## config.mk

```make
export PLATFORM = sky130hd
export DESIGN_NAME = rcl_led_top
export DESIGN_NICKNAME = d
export VERILOG_FILES = /design/src/include/rcl_pkg.sv /design/src/logic/rcl_led_top.sv /design/src/logic/rcl_pattern_gen.sv
export VERILOG_INCLUDE_DIRS = /design/src /design/src/include
export SDC_FILE = /design/constraint.sdc
export NUM_CORES = 1
export LEC_CHECK = 0
export BUFFER_PORTS_ARGS = -buffer_cell sky130_fd_sc_hd__buf_2
export CAP_MARGIN = 10
export CORE_MARGIN = 2
export CORE_UTILIZATION = 59
export DETAILED_ROUTE_END_ITERATION = 7
export PLACE_DENSITY = 0.91
export SLEW_MARGIN = 20
export SYNTH_ARGS = -nofsm -noshare
export SYNTH_HDL_FRONTEND = slang
export SYNTH_SLANG_ARGS = --single-unit
```

## constraint.sdc

```tcl
create_clock -name core_clk -period 2.5 [get_ports core_clk]
set_input_delay 0.125 -clock core_clk [delete_from_list [all_inputs] [get_ports core_clk]]
set_output_delay 0.125 -clock core_clk [all_outputs]
set_load 0.02 [all_outputs]
```

## src/include/rcl_regs.svh

```systemverilog
`ifndef RCL_REGS_SVH
`define RCL_REGS_SVH

// Clock and pattern timing
`define RCL_CLK_HZ 50000000
`define RCL_FLASH_HALF_MS 250
`define RCL_BLINK_HALF_MS 500
`define RCL_FLASH_HALF_CYC ((`RCL_CLK_HZ / 1000) * `RCL_FLASH_HALF_MS)
`define RCL_BLINK_HALF_CYC ((`RCL_CLK_HZ / 1000) * `RCL_BLINK_HALF_MS)

// Byte offsets of the register words
`define RCL_OFF_ROLE 8'h00
`define RCL_OFF_STATE 8'h04
`define RCL_OFF_LINK 8'h08
`define RCL_OFF_PORT 8'h0C
`define RCL_OFF_CARD 8'h10
`define RCL_OFF_SAFETY 8'h14
`define RCL_OFF_LEDSTAT 8'h18

// Word indices and count of writable words
`define RCL_IDX_ROLE 3'h0
`define RCL_IDX_STATE 3'h1
`define RCL_IDX_LINK 3'h2
`define RCL_IDX_PORT 3'h3
`define RCL_IDX_CARD 3'h4
`define RCL_IDX_SAFETY 3'h5
`define RCL_IDX_LEDSTAT 3'h6
`define RCL_NUM_WR 3'h6

// Writable bit masks; other bits read as zero
`define RCL_MASK_ROLE 32'h0000000F
`define RCL_MASK_STATE 32'h0000007F
`define RCL_MASK_LINK 32'h00000007
`define RCL_MASK_PORT 32'h0000FF0F
`define RCL_MASK_CARD 32'h0000001F
`define RCL_MASK_SAFETY 32'h00000003

// Reset values
`define RCL_RST_WORD 32'h00000000

// ROLE fields
`define RCL_ROLE_LOCAL 1:0
`define RCL_ROLE_REMOTE 3:2
// STATE fields
`define RCL_ST_RRUN 1:0
`define RCL_ST_LOCAL 3:2
`define RCL_ST_REMOTE 5:4
`define RCL_ST_WAIT_DARK 6
// LINK fields
`define RCL_LINK_CFG 0
`define RCL_LINK_OPER 1
`define RCL_LINK_CONN 2
// PORT fields: activity bit i, speed at 8+2i
`define RCL_PORT_ACT_LSB 0
`define RCL_PORT_SPD_LSB 8
// CARD fields
`define RCL_CARD_PRESENT 0
`define RCL_CARD_RECOG 1
`define RCL_CARD_ACCESS 2
`define RCL_CARD_SAFE_RM 3
`define RCL_CARD_CARD_LED_A 4
// SAFETY fields
`define RCL_SAF_RUN 0
`define RCL_SAF_MODE 1
// LEDSTAT port field positions
`define RCL_LS_ACT_LSB 16
`define RCL_LS_LNKG_LSB 20
`define RCL_LS_LNKY_LSB 24

`endif

```

## src/include/rcl_pkg.sv

```systemverilog
`default_nettype none
package rcl_pkg;
  // Role switch and remote configuration
  typedef enum logic [1:0] {
    RCL_SW_CLEAR = 2'h0,
    RCL_SW_A = 2'h1,
    RCL_SW_B = 2'h2
  } rcl_switch_t;

  // Remote run state
  typedef enum logic [1:0] {
    RCL_RUN_INDET = 2'h0,
    RCL_RUN_RUN = 2'h1,
    RCL_RUN_STOP = 2'h2
  } rcl_run_t;

  // Redundancy role of a unit
  typedef enum logic [1:0] {
    RCL_ROLE_WAIT = 2'h0,
    RCL_ROLE_PRIMARY = 2'h1,
    RCL_ROLE_STANDBY = 2'h2
  } rcl_role_t;

  // Network link speed code
  typedef enum logic [1:0] {
    RCL_SPD_NONE = 2'h0,
    RCL_SPD_10M = 2'h1,
    RCL_SPD_100M = 2'h2
  } rcl_speed_t;

  // Fixed front-panel indicators
  typedef struct packed {
    logic unit_a;
    logic unit_b;
    logic remote_run;
    logic primary_role_led;
    logic standby_role_led;
    logic link_green;
    logic card_access;
    logic card_led_a;
    logic no_config;
    logic safety_run_led;
    logic safety_mode_led;
  } rcl_panel_t;
endpackage
`default_nettype wire

```

## src/logic/rcl_led_top.sv

```systemverilog
// Behaviour
// - Switch A with remote B lights A steadily, B dark.
// - Switch B with remote A lights B steadily, A dark.
// - Same role on both units flashes that role's indicator, other dark.
// - Switch in clear position flashes both A and B.
// - Remote run on when running, flashing when stopped, dark if unknown.
// - Primary/standby indicators follow local and remote role table.
// - Link indicator steady green while exchanging traffic with remote.
// - Link indicator blinks when configured, operational, not connected.
// - Link indicator dark when unconfigured or not operational.
// - Port activity flashes green during transmission, dark otherwise.
// - Port link green at 100 Mbit/s, yellow at 10, dark without link.
// - Card indicator steady when card recognized and idle.
// - Card indicator flashes while the card is being accessed.
// - Card indicator blinks when an inserted card is unrecognized.
// - Card indicator dark when card may be removed safely.
// - No card: card and card_led_a indicators dark, no configuration shown.
// - Safety indicators driven only on safety variants, else unused.
`timescale 1ns/1ps
`default_nettype none
`include "rcl_regs.svh"
module rcl_led_top #(
  parameter int unsigned NUM_PORTS = 2,
  parameter bit SAFETY_VARIANT = 1'b0,
  parameter int unsigned FLASH_HALF_CYC = `RCL_FLASH_HALF_CYC,
  parameter int unsigned BLINK_HALF_CYC = `RCL_BLINK_HALF_CYC
) (
  // Clock and reset
  input wire logic core_clk,
  input wire logic rstn,
  // Avalon-MM slave
  input wire logic [7:0] avs_address,
  input wire logic avs_read,
  input wire logic avs_write,
  input wire logic [31:0] avs_writedata,
  input wire logic [3:0] avs_byteenable,
  output logic [31:0] avs_readdata,
  output logic avs_waitrequest,
  // Panel indicators
  output var rcl_pkg::rcl_panel_t panel,
  // Network port indicators
  output logic [NUM_PORTS-1:0] port_activity_led,
  output logic [NUM_PORTS-1:0] port_link_led_green,
  output logic [NUM_PORTS-1:0] port_link_led_yellow
);
  // Register words, byte offsets, 32 bits each:
  //   0x00 role switch: [1:0] local setting, [3:2] remote setting,
  //        coded 0 clear, 1 unit A, 2 unit B
  //   0x04 unit state: [1:0] remote run, 0 unknown, 1 run, 2 stop
  //        [3:2] local role and [5:4] remote role,
  //        coded 0 wait, 1 primary, 2 standby
  //        [6] a waiting unit shows a dark pair instead of flashing
  //   0x08 redundancy link: [0] configured, [1] operational,
  //        [2] exchanging traffic with the remote unit
  //   0x0C network ports: [i] activity of port i,
  //        [8+2i +: 2] speed, 0 none, 1 10 Mbit/s, 2 100 Mbit/s
  //   0x10 memory card: [0] present, [1] recognized, [2] accessing,
  //        [3] safe to remove, [4] card_led_a request
  //   0x14 safety: [0] run, [1] mode; inert unless SAFETY_VARIANT
  //   0x18 indicator picture, read-only: [10:0] panel with unit_a on
  //        top, [16+i] activity, [20+i] link green, [24+i] link yellow
  //   0x1C and all from 0x20 up read zero and ignore writes
  // Limitation: the picture has room for four ports, so NUM_PORTS
  // must stay at four or below.
  // Every access costs exactly one wait cycle; a new request may
  // start in the cycle after the answer.
  // One struct holds all state but the pattern generators: bus answer, words, indicator flops.
  typedef struct packed {
    logic ack;
    logic [31:0] rdata;
    logic [5:0][31:0] regs;
    rcl_pkg::rcl_panel_t panel;
    logic [NUM_PORTS-1:0] act;
    logic [NUM_PORTS-1:0] lnk_g;
    logic [NUM_PORTS-1:0] lnk_y;
  } rcl_state_t;

  rcl_state_t s, n;
  logic flash;
  logic blink;

  // Two pattern sources; blink is slower so the two look different.
  // Both start dark after reset and share one reset, so their edges
  // stay in a fixed relation; nothing else on the panel keeps time.
  rcl_pattern_gen #(.HALF_CYC(FLASH_HALF_CYC)) u_flash (
    .core_clk(core_clk),
    .rstn(rstn),
    .wave(flash)
  );

  rcl_pattern_gen #(.HALF_CYC(BLINK_HALF_CYC)) u_blink (
    .core_clk(core_clk),
    .rstn(rstn),
    .wave(blink)
  );

  // Writable bits of each word
  // Bits outside a mask stay zero, so readback shows what is in use
  function automatic logic [31:0] wr_mask(input logic [2:0] idx);
    case (idx)
      `RCL_IDX_ROLE: wr_mask = `RCL_MASK_ROLE;
      `RCL_IDX_STATE: wr_mask = `RCL_MASK_STATE;
      `RCL_IDX_LINK: wr_mask = `RCL_MASK_LINK;
      `RCL_IDX_PORT: wr_mask = `RCL_MASK_PORT;
      `RCL_IDX_CARD: wr_mask = `RCL_MASK_CARD;
      `RCL_IDX_SAFETY: wr_mask = `RCL_MASK_SAFETY;
      default: wr_mask = 32'h00000000;
    endcase
  endfunction

  // Next state: bus slave, then indicator decode
  always_comb begin
    // Bus decode
    logic [2:0] idx;
    logic hit;
    logic req;
    logic [31:0] bmask;
    logic [31:0] ledstat;
    logic [31:0] rword;
    // Fields taken out of the register words
    rcl_pkg::rcl_switch_t sw_loc;
    rcl_pkg::rcl_switch_t sw_rem;
    rcl_pkg::rcl_run_t rrun;
    rcl_pkg::rcl_role_t r_loc;
    rcl_pkg::rcl_role_t r_rem;
    rcl_pkg::rcl_speed_t spd;
    logic [31:0] cr;
    logic [31:0] lk;

    // Word index from the byte address; the low two bits are ignored
    idx = avs_address[4:2];
    hit = (avs_address[7:5] == 3'h0);
    req = avs_read | avs_write;
    bmask = {{8{avs_byteenable[3]}}, {8{avs_byteenable[2]}},
             {8{avs_byteenable[1]}}, {8{avs_byteenable[0]}}};
    ledstat = 32'h00000000;
    rword = 32'h00000000;
    sw_loc = rcl_pkg::rcl_switch_t'(s.regs[`RCL_IDX_ROLE][`RCL_ROLE_LOCAL]);
    sw_rem = rcl_pkg::rcl_switch_t'(s.regs[`RCL_IDX_ROLE][`RCL_ROLE_REMOTE]);
    rrun = rcl_pkg::rcl_run_t'(s.regs[`RCL_IDX_STATE][`RCL_ST_RRUN]);
    r_loc = rcl_pkg::rcl_role_t'(s.regs[`RCL_IDX_STATE][`RCL_ST_LOCAL]);
    r_rem = rcl_pkg::rcl_role_t'(s.regs[`RCL_IDX_STATE][`RCL_ST_REMOTE]);
    spd = rcl_pkg::RCL_SPD_NONE;
    cr = s.regs[`RCL_IDX_CARD];
    lk = s.regs[`RCL_IDX_LINK];
    n = s;

    // Live indicator picture for software
    // It shows the flops, so a read sees what the panel shows now
    ledstat[10:0] = s.panel;
    ledstat[`RCL_LS_ACT_LSB +: NUM_PORTS] = s.act;
    ledstat[`RCL_LS_LNKG_LSB +: NUM_PORTS] = s.lnk_g;
    ledstat[`RCL_LS_LNKY_LSB +: NUM_PORTS] = s.lnk_y;
    if (hit && idx < `RCL_NUM_WR) begin
      rword = s.regs[idx];
    end else if (hit && idx == `RCL_IDX_LEDSTAT) begin
      rword = ledstat;
    end

    // One wait cycle per request; registered answer drops waitrequest.
    // The read word is caught when the request is taken, so it stands
    // unchanged through the cycle in which waitrequest is low.
    n.ack = req & ~s.ack;
    if (req && !s.ack) begin
      n.rdata = avs_read ? rword : 32'h00000000;
    end

    // Write lands at the edge where waitrequest is seen low
    // Byte lanes and the writable mask both gate each bit
    if (avs_write && s.ack && hit && idx < `RCL_NUM_WR) begin
      n.regs[idx] = (s.regs[idx] & ~(bmask & wr_mask(idx)))
                  | (avs_writedata & bmask & wr_mask(idx));
    end

    // Unit A/B indicators
    case (sw_loc)
      rcl_pkg::RCL_SW_A: begin
        if (sw_rem == rcl_pkg::RCL_SW_A) begin
          n.panel.unit_a = flash;
        end else begin
          n.panel.unit_a = 1'b1;
        end
        n.panel.unit_b = 1'b0;
      end
      rcl_pkg::RCL_SW_B: begin
        n.panel.unit_a = 1'b0;
        if (sw_rem == rcl_pkg::RCL_SW_B) begin
          n.panel.unit_b = flash;
        end else begin
          n.panel.unit_b = 1'b1;
        end
      end
      default: begin
        // Code 3 of the switch field is taken as clear as well
        n.panel.unit_a = flash;
        n.panel.unit_b = flash;
      end
    endcase

    // Remote run state
    // Code 3 is unused and reads as an unknown remote, so dark
    case (rrun)
      rcl_pkg::RCL_RUN_RUN: n.panel.remote_run = 1'b1;
      rcl_pkg::RCL_RUN_STOP: n.panel.remote_run = flash;
      default: n.panel.remote_run = 1'b0;
    endcase

    // Primary and standby roles
    // With local role primary, a remote role of wait makes the standby indicator flash
    case (r_loc)
      rcl_pkg::RCL_ROLE_PRIMARY: begin
        n.panel.primary_role_led = 1'b1;
        if (r_rem == rcl_pkg::RCL_ROLE_WAIT) begin
          n.panel.standby_role_led = flash;
        end else begin
          n.panel.standby_role_led = 1'b0;
        end
      end
      rcl_pkg::RCL_ROLE_STANDBY: begin
        n.panel.primary_role_led = 1'b0;
        n.panel.standby_role_led = 1'b1;
      end
      default: begin
        // Waiting: software picks flashing pair or dark pair
        if (s.regs[`RCL_IDX_STATE][`RCL_ST_WAIT_DARK]) begin
          n.panel.primary_role_led = 1'b0;
          n.panel.standby_role_led = 1'b0;
        end else begin
          n.panel.primary_role_led = flash;
          n.panel.standby_role_led = flash;
        end
      end
    endcase

    // Redundancy link; connected only counts on a working port
    // Blink, not flash, so a missing link stands out from traffic
    if (!lk[`RCL_LINK_CFG] || !lk[`RCL_LINK_OPER]) begin
      n.panel.link_green = 1'b0;
    end else if (lk[`RCL_LINK_CONN]) begin
      n.panel.link_green = 1'b1;
    end else begin
      n.panel.link_green = blink;
    end

    // Network ports
    // Activity is a level from software gated by the flash wave;
    // speed code 3 is reserved and leaves both colours dark
    for (int i = 0; i < NUM_PORTS; i++) begin
      spd = rcl_pkg::rcl_speed_t'(
        s.regs[`RCL_IDX_PORT][`RCL_PORT_SPD_LSB + 2 * i +: 2]);
      n.act[i] = s.regs[`RCL_IDX_PORT][`RCL_PORT_ACT_LSB + i]
               & flash;
      n.lnk_g[i] = (spd == rcl_pkg::RCL_SPD_100M);
      n.lnk_y[i] = (spd == rcl_pkg::RCL_SPD_10M);
    end

    // Memory card; safe-removal wins so the user sees dark first
    // An unrecognized card blinks rather than going dark, so it can
    // be told apart from a card that is safe to pull
    if (!cr[`RCL_CARD_PRESENT]) begin
      n.panel.card_access = 1'b0;
    end else if (cr[`RCL_CARD_SAFE_RM]) begin
      n.panel.card_access = 1'b0;
    end else if (!cr[`RCL_CARD_RECOG]) begin
      n.panel.card_access = blink;
    end else if (cr[`RCL_CARD_ACCESS]) begin
      n.panel.card_access = flash;
    end else begin
      n.panel.card_access = 1'b1;
    end
    n.panel.card_led_a = cr[`RCL_CARD_PRESENT]
                       & cr[`RCL_CARD_CARD_LED_A];
    n.panel.no_config = ~cr[`RCL_CARD_PRESENT];

    // Safety indicators held dark on non-safety builds
    // The words still store what software writes, for readback
    n.panel.safety_run_led = SAFETY_VARIANT
      & s.regs[`RCL_IDX_SAFETY][`RCL_SAF_RUN];
    n.panel.safety_mode_led = SAFETY_VARIANT
      & s.regs[`RCL_IDX_SAFETY][`RCL_SAF_MODE];
  end

  // State register; synchronous reset returns all words to zero
  // and every indicator dark, with waitrequest high
  always_ff @(posedge core_clk) begin
    if (!rstn) begin
      s <= '0;
    end else begin
      s <= n;
    end
  end

  // Outputs straight from flops
  // waitrequest is the inverse of the answer flop: high when idle
  assign avs_readdata = s.rdata;
  assign avs_waitrequest = ~s.ack;
  assign panel = s.panel;
  assign port_activity_led = s.act;
  assign port_link_led_green = s.lnk_g;
  assign port_link_led_yellow = s.lnk_y;
endmodule // rcl_led_top
`default_nettype wire

```

## src/logic/rcl_pattern_gen.sv

```systemverilog
`timescale 1ns/1ps
`default_nettype none
`include "rcl_regs.svh"
module rcl_pattern_gen #(
  parameter int unsigned HALF_CYC = `RCL_FLASH_HALF_CYC
) (
  // Clock and reset
  input wire logic core_clk,
  input wire logic rstn,
  // Square wave
  output logic wave
);
  typedef struct packed {
    logic [31:0] cnt;
    logic wave;
  } rcl_gen_t;

  rcl_gen_t s, n;

  // Count one half period, then toggle
  always_comb begin
    n = s;
    if (s.cnt >= HALF_CYC - 32'h00000001) begin
      n.cnt = 32'h00000000;
      n.wave = ~s.wave;
    end else begin
      n.cnt = s.cnt + 32'h00000001;
    end
  end

  always_ff @(posedge core_clk) begin
    if (!rstn) begin
      s <= '0;
    end else begin
      s <= n;
    end
  end

  assign wave = s.wave;
endmodule // rcl_pattern_gen
`default_nettype wire

```

==> results of run 1 <==
[critical path: cells and delay by family (launching register included)]
| kind | cells | cell delay (ns) |
|---|---|---|
| AO/OA/AOI/OAI | 1 | 0.22 |
| adder cells (fa/ha/maj) | 1 | 0.22 |
| flip-flops | 1 | 0.38 |
| AND/OR/NAND/NOR | 4 | 1.15 |
[per-layer routing]
layer / global-route usage, % / up-vias / wire length [um]
li1: - / 4190 / -
met1: 31.5 / 4229 / 11100
met2: 41.8 / 381 / 13200
met3: 4.32 / 91 / 1990
met4: 12.1 / 0 / 1130
met5: 0 / - / 0
[repair_timing]
action,CTS,global route
hold endpoints to repair,10,0
hold buffers,10,0
buffers inserted,0,0
gates resized for setup,0,0
[cell families after synthesis]
logic type,Yosys count,share of synthesized area (%)
AO/OA/AOI/OAI,167,8.85
XOR/XNOR,45,3.27
adder cells (fa/ha/maj),8,0.830
buffers and inverters,136,6.22
flip-flops,306,50.8
multiplexers,74,8.44
other,1,0.0311
AND/OR/NAND/NOR,486,21.6
[layout make-up]
cell class / instances / area [um^2] / share of cell area (%)
well taps: 270 / 338 / 2.51
inverters: 19 / 71.3 / 0.531
clock inverters: 12 / 191 / 1.42
clock buffers: 42 / 825 / 6.13
diodes: 2 / 5.00 / 0.0372
repair buffers: 102 / 636 / 4.73
flip-flops and latches: 306 / 6130 / 45.6
multi-input cells: 797 / 5250 / 39.1
[power by group through the flow]
stage               clock network, uW  logic (uW)  registers, uW
CTS                              4660         338           4910
detailed placement                  0         322           5020
global placement                    0         314           5020
global route                     4870         369           4910
floorplan                           0         232           5010
finish                           4620         348           4910
[sequential cells by signal, indices dropped and copies added, names as in the netlist]
register,count
s,193
avs_readdata,32
u_blink.s,32
u_flash.s,32
panel,9
port_activity_led,2
port_link_led_green,2
port_link_led_yellow,2
u_blink.wave,1
u_flash.wave,1
[how the worst max path moves through the flow]
| stage | from | slack [ns] | endpoint |
|---|---|---|---|
| 2_1_floorplan | u_blink.s[1]$_SDFF_PP0_ | 0.65 | u_blink.s[23]$_SDFF_PP0_ |
| 3_3_place_gp | u_flash.s[1]$_SDFF_PP0_ | 0.53 | u_flash.s[14]$_SDFF_PP0_ |
| 3_5_place_dp | u_flash.s[1]$_SDFF_PP0_ | 0.40 | u_flash.s[18]$_SDFF_PP0_ |
| 4_1_cts | u_flash.s[1]$_SDFF_PP0_ | 0.38 | u_flash.s[18]$_SDFF_PP0_ |
| 5_1_grt | u_flash.s[1]$_SDFF_PP0_ | 0.20 | u_flash.s[18]$_SDFF_PP0_ |
| 6_report | u_flash.s[1]$_SDFF_PP0_ | 0.38 | u_flash.s[18]$_SDFF_PP0_ |
[synth_stat cells (12+ instances only)]
library cell,n
xnor2_1,31
o211ai_1,21
mux4_2,21
mux2_2,12
nand2_1,86
a22oi_1,19
nand2b_1,13
nor2_1,97
nor3_1,20
buf_4,53
dfxtp_1,306
inv_1,19
nand3_1,46
o22ai_1,14
and2_1,161
mux2i_1,41
clkbuf_1,44
xor2_1,14
o21ai_0,39
a21oi_1,40
[through the flow]
| step | cells | utilization [%] | hold WS, ns | setup WS (ns) | power [uW] |
|---|---|---|---|---|---|
| 5_1_grt | 1550 | 66.6 | 0.0436 | 0.198 | 10200 |
| 6_report | 1550 | 66.6 | 0.0375 | 0.378 | 9880 |
| 3_5_place_dp | 1484 | 61.1 | 0.438 | 0.398 | 5340 |
| 2_1_floorplan | 1239 | - | 0.362 | 0.646 | 5240 |
| 3_3_place_gp | 1484 | 61.1 | 0.433 | 0.525 | 5330 |
| 4_1_cts | 1548 | 66.6 | 0.00493 | 0.383 | 9910 |
==> flow_summary.json, run 1 <==
{
  "clkSlewWorstSetupHoldPaths_ns": 0.06,
  "worstMarginPinSlew_ns": 0.769,
  "via_per_inst": 5.74,
  "yosysSeqAreaShare_pct": 50.8,
  "period_share_pct": 84.9,
  "overflow": 0,
  "drc": 0,
  "clock_power_share_pct": 46.8,
  "crit_slowest_cell": "nand2_1",
  "leakage_uw": 0.00521,
  "grt_max_degree": 196,
  "crit_path_max_fanout": 23,
  "insertion_delay_ns": 0.55,
  "synth_cell_type_count": 61,
  "max_stage_delay_ns": 0.65,
  "end_kind": "flip-flop",
  "routedWlPerCell_um": 17.7,
  "async_flop_share_pct": 0,
  "cp_cell_sequence": "ha_1 -> nand4_1 -> nand3_1 -> o2111ai_1 -> nand2_1 -> nor2_1",
  "critPathKind": "flip-flop to flip-flop",
  "final_cell_mix": "dfxtp_1 (306), and2_1 (161), nor2_1 (97)",
  "ys.flop_type": "dfxtp_1",
  "synth_top_area_share_pct": 50.8,
  "combPwrFrac_pct": 3.5,
  "worst_slew_margin_rel_pct": 48.6,
  "clock_sinks": 306,
  "yosys-top-cells-area": "dfxtp_1 (51%), and2_1 (8.4%), mux4_2 (3.9%), mux2i_1 (3.4%), buf_4 (3.3%)",
  "fp.coreArea_um2": 20200,
  "rr_endpoint": "u_flash.s[18]$_SDFF_PP0_",
  "die_area_um2": 21600,
  "initial_core_util_pct": 59.8,
  "r2r_slack_ns": 0.38,
  "drv_slew": 0,
  "hold_viol_final": 0,
  "worstSetupStartpointType": "flip-flop",
  "hpwl_um": 16500,
  "setup_viol": 0,
  "io_buffers": 74,
  "hold_class": "input pin to flip-flop",
  "syn_to_final_growth_pct": 11.4,
  "rsz0062_at_grt": "no",
  "root_buffer": "clkbuf_16",
  "arrival_ns": 2.52,
  "drv_cap": 0,
  "placement.cell_area_um2": 12300,
  "numCtsBuffers": 29,
  "syn_area_um2": 12100,
  "rr_worst_depth": 6,
  "gp_congestion": 0.890,
  "dr.pass1.iters": 5,
  "vias": 8891,
  "ir_drop_uv": 471,
  "routed_wirelength_um": 27500,
  "required_ns": 2.90,
  "min-delay-start": "avs_read",
  "status": "finished clean",
  "regToRegStartpoint": "u_flash.s[1]$_SDFF_PP0_",
  "antenna_found_initial": 2,
  "worstHoldEndpoint": "s[241]$_SDFF_PN0_",
  "min_period_ns": 2.12,
  "yosysTopAreaCell": "dfxtp_1",
  "syn_inst": 1223,
  "drive_gt1_share_pct": 14.9,
  "power.share.sequential_pct": 49.7,
  "rows": 52,
  "fin_setup_tns_ns": 0,
  "switching_share_pct": 20.9,
  "grt_use_total_pct": 25.0,
  "die_w_um": 147,
  "final_common_cell": "dfxtp_1",
  "design_area_um2": 13400,
  "yosysWarnings": 0,
  "whs_path_depth": 3,
  "die_y_um": 147,
  "syn_area_per_cell_um2": 9.86,
  "cts_tree": "built",
  "clock_skew_ns": 0.0117,
  "io_pins": 98,
  "nets": 1311,
  "ys_ff_latch": 306,
  "internal-power_uw": 7810,
  "fmax_ghz": 0.471,
  "synth-edff-count": 0,
  "grt_pass1_wl_um": 44200,
  "final_antenna_net_count": 0,
  "clockBufferDepth": 3,
  "initialDrtViolationCount": 694,
  "n_fill_cell": 1372,
  "switching_power_uw": 2070,
  "h-tree-depth": 1,
  "power-per-cell-area_nw_per_um2": 735,
  "grt_pass1_vias": 8852
}
(Power assumes the default switching activity.)
==> inputs of run 2 (changes only) <==
Settings changed: CORE_UTILIZATION 59 to 54, PLACE_DENSITY 0.91 to 0.88.
Clock period 2.5 ns to 1.8 ns, I/O delays scaled along.
==> run 2 against run 1 <==
Against the previous run:
- combinational power up 44%
- clock power rose by 54%
- register-to-register slack worse by 0.31 ns
- die area grew 9.0%
- final cell count up 2.5%
- critical path type unchanged
- largest cell class unchanged
- highest routed layer is now met5
==> flow_summary.json, run 2 (synthesis results as in run 1) <==
{
  "status": "finished clean",
  "hold_viol_final": 0,
  "leakage_uw": 0.00543,
  "h-tree-depth": 1,
  "drv_cap": 0,
  "design_area_um2": 13900,
  "clock_sinks": 306,
  "min_period_ns": 1.74,
  "rr_endpoint": "s[114]$_SDFFE_PN0P_",
  "initial_core_util_pct": 55.1,
  "end_kind": "flip-flop",
  "hpwl_um": 17100,
  "io_pins": 98,
  "routedWlPerCell_um": 16.9,
  "hold_class": "input pin to flip-flop",
  "r2r_slack_ns": 0.06,
  "clockBufferDepth": 3,
  "worstSetupStartpointType": "flip-flop",
  "internal-power_uw": 11500,
  "switching_power_uw": 2970,
  "largest_register_ffs": 193,
  "power-per-cell-area_nw_per_um2": 1040,
  "setup_viol": 0,
  "die_y_um": 153,
  "vias": 8964,
  "drv_slew": 0,
  "critPathKind": "flip-flop to flip-flop",
  "drive_gt1_share_pct": 18.1,
  "arrival_ns": 2.15,
  "cts_tree": "built",
  "required_ns": 2.21,
  "syn_to_final_growth_pct": 15.2,
  "placement.cell_area_um2": 12600,
  "worstMarginPinSlew_ns": 0.501,
  "drc": 0,
  "grt_pass1_wl_um": 43800,
  "crit_path_max_fanout": 6,
  "grt_pass1_vias": 8945,
  "final_common_cell": "dfxtp_1",
  "final_antenna_net_count": 0,
  "combPwrFrac_pct": 3.5,
  "worst_slew_margin_rel_pct": 66.4,
  "die_w_um": 153,
  "antenna_found_initial": 3,
  "rr_worst_depth": 5,
  "die_area_um2": 23500,
  "grt_max_degree": 134,
  "overflow": 0,
  "root_buffer": "clkbuf_16",
  "gp_congestion": 0.918,
  "numCtsBuffers": 30,
  "largest-register": "s",
  "dr.pass1.iters": 8,
  "clkSlewWorstSetupHoldPaths_ns": 0.06,
  "regToRegStartpoint": "s[18]$_SDFFE_PN0P_",
  "rows": 54,
  "clock_skew_ns": 0.0103,
  "clock_power_share_pct": 49.3,
  "insertion_delay_ns": 0.55,
  "routed_wirelength_um": 26900,
  "nets": 1338,
  "fmax_ghz": 0.576,
  "final_cell_mix": "dfxtp_1 (302), and2_1 (161), nor2_1 (95)",
  "power.share.sequential_pct": 47.3,
  "io_buffers": 74,
  "fp.coreArea_um2": 21900,
  "ir_drop_uv": 712,
  "worstHoldEndpoint": "s[19]$_SDFFE_PN0P_",
  "whs_path_depth": 3,
  "initialDrtViolationCount": 669,
  "via_per_inst": 5.64,
  "switching_share_pct": 20.6,
  "grt_use_total_pct": 22.3,
  "period_share_pct": 96.5,
  "min-delay-start": "avs_writedata[2]",
  "final_util_pct": 63.5
}
[run 2: cell types whose count changed in the layout (fill, tap and decap cells not counted), sizes merged]
cell,before,now
clkinv,5,7
inv,20,19
bufinv,5,7
buf,92,118
clkbuf,42,41
[run 2: stage by stage]
| stage | power [uW] | hold WS [ns] | instances | setup TNS [ns] | setup WS [ns] |
|---|---|---|---|---|---|
| 2_1_floorplan | 7280 | 0.327 | 1239 | 0 | 0.00485 |
| 3_3_place_gp | 7440 | 0.430 | 1519 | 0 | 0.0745 |
| 3_5_place_dp | 7450 | 0.437 | 1519 | -0.00378 | -0.00304 |
| 4_1_cts | 14500 | 0.0244 | 1586 | 0 | 0.0467 |
| 5_1_grt | 14800 | 0.0625 | 1587 | -0.00208 | -0.00208 |
| 6_report | 14400 | 0.0529 | 1588 | 0 | 0.0639 |
[run 2: worst max path at each step]
stage	startpoint	cells past startpoint	slack, ns	to
floorplan	u_blink.s[1]$_SDFF_PP0_	7	0.005	u_blink.s[23]$_SDFF_PP0_
finish	s[18]$_SDFFE_PN0P_	5	0.06	s[114]$_SDFFE_PN0P_
detailed placement	u_flash.s[1]$_SDFF_PP0_	7	-0.003	u_flash.s[6]$_SDFF_PP0_
global route	u_flash.s[18]$_SDFF_PP0_	6	-0.002	u_flash.s[22]$_SDFF_PP0_
global placement	avs_address[2]	7	0.07	s[50]$_SDFFE_PN0P_
CTS	u_flash.s[1]$_SDFF_PP0_	7	0.05	u_flash.s[13]$_SDFF_PP0_
[run 2: routing by layer]
layer	up-vias	global-route usage (%)	routed length, um
met1	4267	27.1	10900
li1	4256	-	-
met4	2	10.8	1150
met2	346	38.5	13200
met5	-	0	13
met3	93	3.94	1630
[run 2: layout make-up]
cell class | instances | area, um^2
Antenna cell | 2 | 5.00
Clock buffer | 41 | 893
Clock inverter | 15 | 272
Fill cell | 1549 | 8000
Inverter | 19 | 71.3
Multi-Input combinational cell | 797 | 5290
Sequential cell | 306 | 6130
Tap cell | 280 | 350
Timing Repair Buffer | 128 | 881
[run 2: timing repair]
item                       in CTS  in global routing
pin swaps                       1                  2
hold endpoints to repair       14                  0
setup endpoints to repair      23                 31
setup buffers                   1                  0
hold buffers                   10                  0
gates cloned                    0                  0
gates resized for setup         0                 13
[run 2: worst max-delay path, cell delays in order, from the launching register on]
cell and delay (ns):
dfxtp_1 0.35, mux4_2 0.48, a22oi_1 0.26, nand2_1 0.09
o211ai_1 0.25, o21ai_0 0.17
[run 2: power groups by stage]
stage	Clock, uW	Combinational (uW)	Sequential, uW
after global placement	0	467	6970
after floorplan	0	322	6960
final	7110	500	6820
after detailed placement	0	473	6970
after global routing	7480	537	6820
after CTS	7180	493	6820
